$ cat src/hdl/iwdt_pkg.sv
package iwdt_pkg;

  localparam int IWDT_WORD_W = 24;
  localparam int IWDT_OPC_W = 8;
  localparam int IWDT_OPC_LSB = 16;
  localparam int IWDT_OPR_W = 16;
  localparam logic [7:0] IWDT_SECOND_WORD_OPC = 8'h00;
  localparam logic [1:0] IWDT_CYC_ONE = 2'h1;
  localparam logic [1:0] IWDT_CYC_TWO = 2'h2;
  localparam logic [1:0] IWDT_CYC_THREE = 2'h3;

  typedef enum logic [2:0] {
    IWDT_CAT_NONE,
    IWDT_CAT_WORD_REG,
    IWDT_CAT_WORD_MEM,
    IWDT_CAT_BIT,
    IWDT_CAT_LIT_MOVE,
    IWDT_CAT_LIT_ALU,
    IWDT_CAT_CONTROL
  } iwdt_cat_t;

  typedef enum logic [2:0] {
    IWDT_FLOW_NONE,
    IWDT_FLOW_CONDITIONAL,
    IWDT_FLOW_SKIP,
    IWDT_FLOW_JUMP_LONG,
    IWDT_FLOW_PC_WRITE
  } iwdt_flow_t;

  // class of a fetched opcode, supplied by the opcode table outside this block
  typedef struct packed {
    iwdt_cat_t cat;
    iwdt_flow_t flow;
    logic two_word;
    logic bit_from_reg;
    logic dst_is_mem;
    logic table_mode;
  } iwdt_class_t;

  typedef struct packed {
    logic valid;
    logic is_nop;
    iwdt_cat_t cat;
    logic [7:0] opcode;
    logic [3:0] base_source_register;
    logic [6:0] second_source_register;
    logic [6:0] result_register;
    logic write_result;
    logic [12:0] mem_addr;
    logic dst_working_zero_alias;
    logic [3:0] bit_pos;
    logic bit_from_reg;
    logic [15:0] literal;
    logic [22:0] prog_addr;
    logic [1:0] table_mode;
    logic [1:0] cycles;
  } iwdt_dec_t;

endpackage : iwdt_pkg

$ cat src/hdl/iwdt_decoder.sv
// Functional notes
// [RQ1] accept 24-bit program memory words
// [RQ2] top 8 bits opcode, rest operands
// [RQ3] three instructions span two words
// [RQ4] second word upper 8 bits zero
// [RQ5] lone second word executes as nop
// [RQ6] plain single word takes one cycle
// [RQ7] true condition or pc change: two cycles
// [RQ8] jumps, tables, returns take two/three cycles
// [RQ9] taken skip: two or three cycles
// [RQ10] double-word instructions take two cycles
// [RQ11] register ops decode three operands
// [RQ12] memory ops: address plus destination select
// [RQ13] bit ops: operand plus bit position
// [RQ14] literal moves load register or memory
// [RQ15] literal alu writes result if distinct
// [RQ16] control: program address or table mode
// [RQ17] second word consumed, never issued alone
`timescale 1ns/1ps
module iwdt_decoder
  import iwdt_pkg::*;
(
  input wire logic mclk,
  input wire logic rst_b,
  input wire logic fetch_valid,
  input wire logic [23:0] fetch_word,
  input wire iwdt_pkg::iwdt_class_t fetch_class,
  input wire logic cond_true,
  input wire logic next_is_two_word,
  input wire logic sequential,
  output iwdt_pkg::iwdt_dec_t dec_out
);
  import iwdt_pkg::*;

  ////////////////////////////////////////////////////////////////////////
  logic rst_s1_r;
  logic rst_s2_r;
  always_ff @(posedge mclk or negedge rst_b) begin
    if (!rst_b) begin
      rst_s1_r <= 1'b0;
      rst_s2_r <= 1'b0;
    end else begin
      rst_s1_r <= 1'b1;
      rst_s2_r <= rst_s1_r;
    end
  end
  wire rst_n_int = rst_s2_r;

  ////////////////////////////////////////////////////////////////////////
  // field split of one word
  wire [7:0] opc = fetch_word[IWDT_OPC_LSB +: IWDT_OPC_W]; // RQ1 RQ2
  wire [15:0] opr = fetch_word[IWDT_OPR_W-1:0]; // RQ2

  // a second word is pending when the previous word opened a two-word instruction
  logic pend_second_r;
  logic [15:0] first_opr_r;
  iwdt_class_t first_cls_r;
  logic [7:0] first_opc_r;

  wire take_word = fetch_valid;
  wire is_second = pend_second_r && sequential; // RQ17
  wire opens_two = take_word && !is_second && fetch_class.two_word; // RQ3
  // lone second word (pc landed on it): upper byte zero reads as nop
  // a pending pair broken by a jump does not shield a lone second word
  wire lone_nop = take_word && !is_second && (opc == IWDT_SECOND_WORD_OPC) && !fetch_class.two_word; // RQ4 RQ5

  wire iwdt_class_t cls = is_second ? first_cls_r : fetch_class;
  wire [7:0] opc_eff = is_second ? first_opc_r : opc;
  wire [15:0] w1 = is_second ? first_opr_r : opr;

  ////////////////////////////////////////////////////////////////////////
  // cycle count
  logic [1:0] cyc;
  always_comb begin
    cyc = IWDT_CYC_ONE; // RQ6
    case (cls.flow)
      IWDT_FLOW_NONE: cyc = IWDT_CYC_ONE; // RQ6
      IWDT_FLOW_CONDITIONAL: cyc = cond_true ? IWDT_CYC_TWO : IWDT_CYC_ONE; // RQ7
      IWDT_FLOW_PC_WRITE: cyc = IWDT_CYC_TWO; // RQ7 RQ8
      IWDT_FLOW_JUMP_LONG: cyc = IWDT_CYC_THREE; // RQ8
      IWDT_FLOW_SKIP: begin
        if (!cond_true) cyc = IWDT_CYC_ONE;
        else if (next_is_two_word) cyc = IWDT_CYC_THREE; // RQ9
        else cyc = IWDT_CYC_TWO; // RQ9
      end
      default: cyc = IWDT_CYC_ONE;
    endcase
    if (cls.two_word) cyc = IWDT_CYC_TWO; // RQ10
  end

  ////////////////////////////////////////////////////////////////////////
  // operand decode
  iwdt_dec_t d;
  always_comb begin
    d = '0;
    d.cat = cls.cat;
    d.opcode = opc_eff;
    d.cycles = cyc;
    case (cls.cat)
      IWDT_CAT_WORD_REG: begin
        d.base_source_register = w1[14:11]; // RQ11
        d.second_source_register = w1[6:0]; // RQ11
        d.result_register = w1[13:7]; // RQ11
        d.write_result = 1'b1;
      end
      IWDT_CAT_WORD_MEM: begin
        d.mem_addr = w1[12:0]; // RQ12
        d.dst_working_zero_alias = !w1[13]; // RQ12
        d.write_result = 1'b1;
      end
      IWDT_CAT_BIT: begin
        d.second_source_register = w1[6:0]; // RQ13
        d.mem_addr = w1[12:0];
        d.bit_from_reg = cls.bit_from_reg; // RQ13
        d.bit_pos = w1[15:12];
        d.base_source_register = w1[14:11];
      end
      IWDT_CAT_LIT_MOVE: begin
        d.literal = w1; // RQ14
        d.result_register = {3'h0, w1[3:0]};
        d.mem_addr = w1[12:0];
        d.write_result = 1'b1; // RQ14
      end
      IWDT_CAT_LIT_ALU: begin
        d.base_source_register = w1[14:11]; // RQ15
        d.literal = {6'h00, w1[9:0]}; // RQ15
        d.result_register = {3'h0, w1[3:0]};
        d.write_result = (w1[3:0] != w1[14:11]); // RQ15
      end
      IWDT_CAT_CONTROL: begin
        if (cls.table_mode) d.table_mode = w1[1:0]; // RQ16
        else if (is_second) d.prog_addr = {fetch_word[6:0], first_opr_r}; // RQ16
        else d.prog_addr = {7'h00, w1}; // RQ16
      end
      default: d.write_result = 1'b0;
    endcase
    d.valid = take_word && !opens_two && !lone_nop; // RQ17
    d.is_nop = lone_nop; // RQ5
    if (lone_nop) d.cycles = IWDT_CYC_ONE;
  end

  ////////////////////////////////////////////////////////////////////////
  always_ff @(posedge mclk or negedge rst_n_int) begin
    if (!rst_n_int) begin
      pend_second_r <= 1'b0;
      first_opr_r <= 16'h0000;
      first_cls_r <= '0;
      first_opc_r <= 8'h00;
      dec_out <= '0;
    end else begin
      if (take_word) pend_second_r <= opens_two; // RQ3 RQ17
      if (opens_two) begin
        first_opr_r <= opr;
        first_cls_r <= fetch_class;
        first_opc_r <= opc;
      end
      dec_out <= d;
    end
  end

endmodule : iwdt_decoder

$ cat config.mk
export PLATFORM = sky130hd
export DESIGN_NAME = iwdt_decoder
export DESIGN_NICKNAME = d
export VERILOG_FILES = /design/src/hdl/iwdt_pkg.sv /design/src/hdl/iwdt_decoder.sv
export SDC_FILE = /design/constraint.sdc
export NUM_CORES = 1
export LEC_CHECK = 0
export BUFFER_PORTS_ARGS = -buffer_cell sky130_fd_sc_hd__clkbuf_2
export CORE_ASPECT_RATIO = 0.8
export CORE_MARGIN = 1
export CORE_UTILIZATION = 54
export CTS_CLUSTER_DIAMETER = 120
export DETAILED_ROUTE_END_ITERATION = 7
export PLACE_DENSITY_LB_ADDON = 0.2
export SKIP_CTS_REPAIR_TIMING = 1
export SLEW_MARGIN = 20
export SYNTH_ARGS = -nofsm -noshare
export SYNTH_HDL_FRONTEND = slang
export SYNTH_SLANG_ARGS = --single-unit
export TNS_END_PERCENT = 10
$ cat constraint.sdc
create_clock -name mclk -period 12.1 [get_ports mclk]
set_clock_uncertainty 0.15 [all_clocks]
set_input_delay 1.21 -clock mclk [delete_from_list [all_inputs] [get_ports mclk]]
set_output_delay 1.21 -clock mclk [all_outputs]
set_load 0.1 [all_outputs]
Word-level counts from Yosys, hierarchy flattened

Index checks and enable logic that the tools add are counted.

Input bits: 40
Output and inout port bits: 94
Register bits after elaboration: 131

Reduce and logical (&&, ||, !) cells: 18
Eq/ne operators: 11
Mux-type cells: 21

Operators by type and width:

| kind                                           | number |
|---|---|
| two-way mux 23 bit                             | 2 |
| one-hot mux 16 bit (2 select lines)            | 1 |
| two-way mux 25 bit                             | 1 |
| two-way mux 16 bit                             | 1 |
| one-hot mux 7 bit (2 select lines)             | 1 |
| two-way mux 13 bit                             | 1 |
| == test 3 x 2 -> 1 bit (second input constant) | 4 |
| == test 3 bit (second input constant)          | 4 |
| two-way mux 10 bit                             | 1 |
| two-way mux 2 bit                              | 5 |
| OR reduction 3 bit                             | 3 |
| zero test 8 bit                                | 1 |
| two-way mux 8 bit                              | 1 |
| one-hot mux 2 bit (4 select lines)             | 1 |
| logical AND 1 bit                              | 7 |
| two-way mux 7 bit                              | 1 |
| == test 3 x 1 -> 1 bit (second input constant) | 2 |
| zero test 1 bit                                | 5 |
| two-way mux 5 bit                              | 1 |
| two-way mux 4 bit                              | 1 |
| != test 4 bit                                  | 1 |
| OR reduction 2 bit                             | 2 |
| two-way mux 1 bit                              | 2 |
| one-hot mux 1 bit (2 select lines)             | 1 |

Longest topological paths before layout

Word-level depth: 7
Depth in mapped cells: 6

Worst setup path before layout

OpenSTA, ideal clock, no wires.

Path kind: input -> register
From: in sequential
To: reg dec_out[63] in the netlist's numbering
Path slack: 9.586 ns
Setup time: 0.141 ns
Buffers on the path: 2
Arrival: 2.223 ns
Stages: 5
Path through: nand2_2 -> buf_2 -> buf_4 -> mux2i_1 -> o22ai_1

RTL lines:

| item                   | RTL line            | source |
|---|---|---|
| start: declaration     | iwdt_decoder.sv:30  | `input wire logic sequential,` |
| end signal: assignment | iwdt_decoder.sv:149 | `dec_out <= '0;` |
| end signal: assignment | iwdt_decoder.sv:157 | `dec_out <= d;` |
| end: declaration       | iwdt_decoder.sv:31  | `output iwdt_pkg::iwdt_dec_t dec_out` |

Worst setup path after layout

From: in sequential
To: reg first_opc_r[7]

Cells in the longest elaborated chain, start to end: 4

Ends and longest elaborated chain:

| item                           | RTL line            | source |
|---|---|---|
| logical AND 1 bit              | iwdt_decoder.sv:61  | `wire is_second = pend_second_r && sequential;` |
| zero test 1 bit                | iwdt_decoder.sv:62  | `wire opens_two = take_word && !is_second && fetch_class.two_word;` |
| logical AND 1 bit (2 in a row) | iwdt_decoder.sv:62  |  |
| end signal: assignment         | iwdt_decoder.sv:155 | `first_opc_r <= opc;` |
| end: declaration               | iwdt_decoder.sv:58  | `logic [7:0] first_opc_r;` |

Every way passes these cells.
A chain may end at the register's enable or synchronous reset.

==> results by group <==
Worst hold path
  • Hold WC Path Type: flip-flop to flip-flop
  • Hold-critical path depth: 0
  • Hold path startpoint: rst_s1_r

Route
  • Remaining routing DRC violations: 0
  • WL per Instance: 16.9 µm
  • Initial DRC Count: 110
  • Vias/cell: 5.19
  • Drt total wl: 10800 µm
  • Final ANT Viol Nets: 0
  • Drt pass-1 iters: 4
  • Detailed-route via count: 3333

Global route
  • Largest net degree at the start of global routing: 66
  • Gr usage total: 24.6%
  • Vias in the first global route: 3158
  • Global-route wire length before repair: 16700 µm
  • Congestion Overflow GR: 0
  • Initial antenna violation count: 0

Synth
  • Async set-or-reset flop fraction in the synthesized netlist: 100%
  • Number of synthesized flops with an enable pin: 0
  • Top cell type's share of synthesized area: 67.2%
  • Post-synthesis average cell area: 12.9 µm²
  • Mapped Area: 0.00484 mm²
  • Prevailing post-synth register cell: dfrtp_1
  • Top cells by area, synth: dfrtp_1, mux2_2, nor2_1, mux2i_1, nand2_1
  • Top cells by count, synth: dfrtp_1, nor2_1, mux2_2, nand2_1, mux2i_1
  • Cell with the most instances after synthesis: dfrtp_1
  • Synthesized net count: 415
  • Post-synth cell types: 40
  • Register bit total from synthesis: 130
  • Register area share after synthesis: 67.2%
  • Yosys warning total: 0
  • Yosys top cell by area: dfrtp_1
  • Post-Syn Instances: 375

Floorplanning
  • Die area: 0.00935 mm²
  • Ports: 134
  • Core Footprint: 0.00860 mm²
  • Number of core rows: 30
  • Initial core utilization: 56.3%
  • Height of the die: 86.7 µm
  • Die W: 108 µm

Pwr
  • Maximum VDD drop: 0.000124 V
  • Leakage power: 3.23 nW
  • PwrDens: 217 mW/mm²

Worst setup path
  • Reg2reg end: first_opc_r[7]
  • Critical path depth: 6
  • Critical Path Start: sequential
  • CP top delay family: simple AND/OR/NAND/NOR gates
  • R2r worst-path depth: 5
  • CP Data Required Time: 12.34 ns
  • Crit path kind: input port to flip-flop
  • CP Max Fanout: 35
  • Startpoint types: input port
  • Critical path endpoint: first_opc_r[7]
  • CP Cell Sequence: clkbuf_2, nand2_2, and2_1, nand2_1, buf_4, mux2_2
  • Crit path DAT: 3.44 ns
  • Worst R2R Setup Slack: 9.26 ns
  • Origin of the critical flop-to-flop path: pend_second_r
  • Slowest stage delay, CP: 0.51 ns
  • Crit path buf inv count: 2
  • CP Capture Type: flip-flop
  • CP max stage cell: nand2_2

Cells and area
  • Layout area overhead: 28.1%
  • # fillers: 601
  • Ant diodes: 0
  • Non-Filler Instances: 642
  • Final nets: 557
  • Layout cells sized above 1: 41.1%
  • Reg area: 0.00326 mm²
  • Footprint of the multi-input gates: 0.00150 mm²

STA
  • Rel. slew slack: 39.8%
  • RSZ-0062 raised after global routing: no
  • Hold Vio Cnt, Final: 0
  • Slew Limit Fails: 0
  • Tmin final: 3.20 ns
  • Final setup vio count: 0
  • Worst slew pin tran: 0.900 ns
  • Achievable clock frequency: 312 MHz
  • Final setup TNS: 0 ns
  • Period utilisation layout: 26.5%

Clock network
  • Clk Latency, worst-skew pair: 0.51 ns
  • Clock sink count: 130
  • Clock Pin Slew Worst Setup and Hold Paths: 0.07 ns
  • CTS root buf: clkbuf_8
  • Max clock buf depth: 2
  • Inserted Clock Buffers: 17
  • H-tree levels: 4
  • CTS tree: yes

Placed design
  • Placed Cells: 610
  • DP HPWL: 7050 µm
  • # port buffers: 132
  • Routability-driven placement congestion ratio: 0.762

Job
  • Max Cap Viol: 0

Run status
  • Outcome: completed
-- stage by stage --
step / utilization (%) / hold WS, ns / power [mW] / setup slack [ns] / instance area (µm²)
final: 72.1 / 0.205 / 1.35 / 8.90 / 6200
after global routing: 72.1 / 0.209 / 1.39 / 8.80 / 6200
after CTS: 72.1 / 0.207 / 1.35 / 8.92 / 6200
after detailed placement: 65.2 / 0.191 / 0.838 / 8.40 / 5600
after global placement: 65.1 / 0.188 / 0.832 / 8.42 / 5600
after floorplan: - / 0.181 / 0.774 / 8.06 / 4840
-- registers in the layout, indices dropped and copies added, names as in the netlist --
register and flops:
dec_out 94, first_opr_r 16, first_cls_r 9, first_opc_r 8, pend_second_r 1, rst_n_int 1
rst_s1_r 1
-- worst reg2reg max path: stages, from the launching register on --
cell     delay (ns)
dfrtp_1        0.44
nand2_2        0.55
and2_1         0.43
nand2_1        0.34
buf_4          0.42
mux2_2         0.40
-- cells by family after synthesis --
kind of cell	Yosys count	synth area share, %
DFF	130	67.2
buffers and inverters	18	2.04
AOI/OAI and AO/OA	28	4.24
and+or+nand+nor	137	13.1
other	1	0.0775
muxes	53	11.9
xor gates and xnor gates	8	1.45
-- worst min path at each step --
stage,endpoint,slack (ns)
finish,rst_n_int,0.20
global route,rst_n_int,0.21
CTS,rst_n_int,0.21
detailed placement,rst_n_int,0.19
global placement,rst_n_int,0.19
floorplan,rst_n_int,0.18
-- layer usage --
metal,wire length [µm],up-vias,track usage (%)
met4,136,0,7.97
met1,4660,1649,33.3
li1,-,1553,-
met5,0,-,0
met3,738,12,6.54
met2,5310,119,39.0
-- cells in the final DEF, fill, tap and decap left out, drive strengths merged, types with 2 or more instances in the layout --
cell,count
a211oi,6
nand4,3
and2,9
o21ai,4
clkinv,4
nand2,33
buf,3
nand2b,2
bufinv,3
clkbuf,150
dfrtp,130
inv,12
mux2i,20
a211o,2
nor2b,6
and3,2
nand3,3
o22ai,4
nor2,67
a21oi,5
nor3,7
mux2,33
xnor2,8
-- where the power goes --
part	internal, mW	switching (mW)
Sequential	0.481	0.0279
Clock	0.318	0.197
Combinational	0.0631	0.260
Total	0.862	0.484
-- layout make-up --
class	instances	share of cell area, %
flip-flops and latches	130	52.5
multi-input cells	227	24.2
repair buffers	135	11.0
clock buffers	18	6.74
clock inverters	14	2.85
well taps	112	2.26
inverters	6	0.363
No activity file was read; power rests on OpenSTA's default activity.
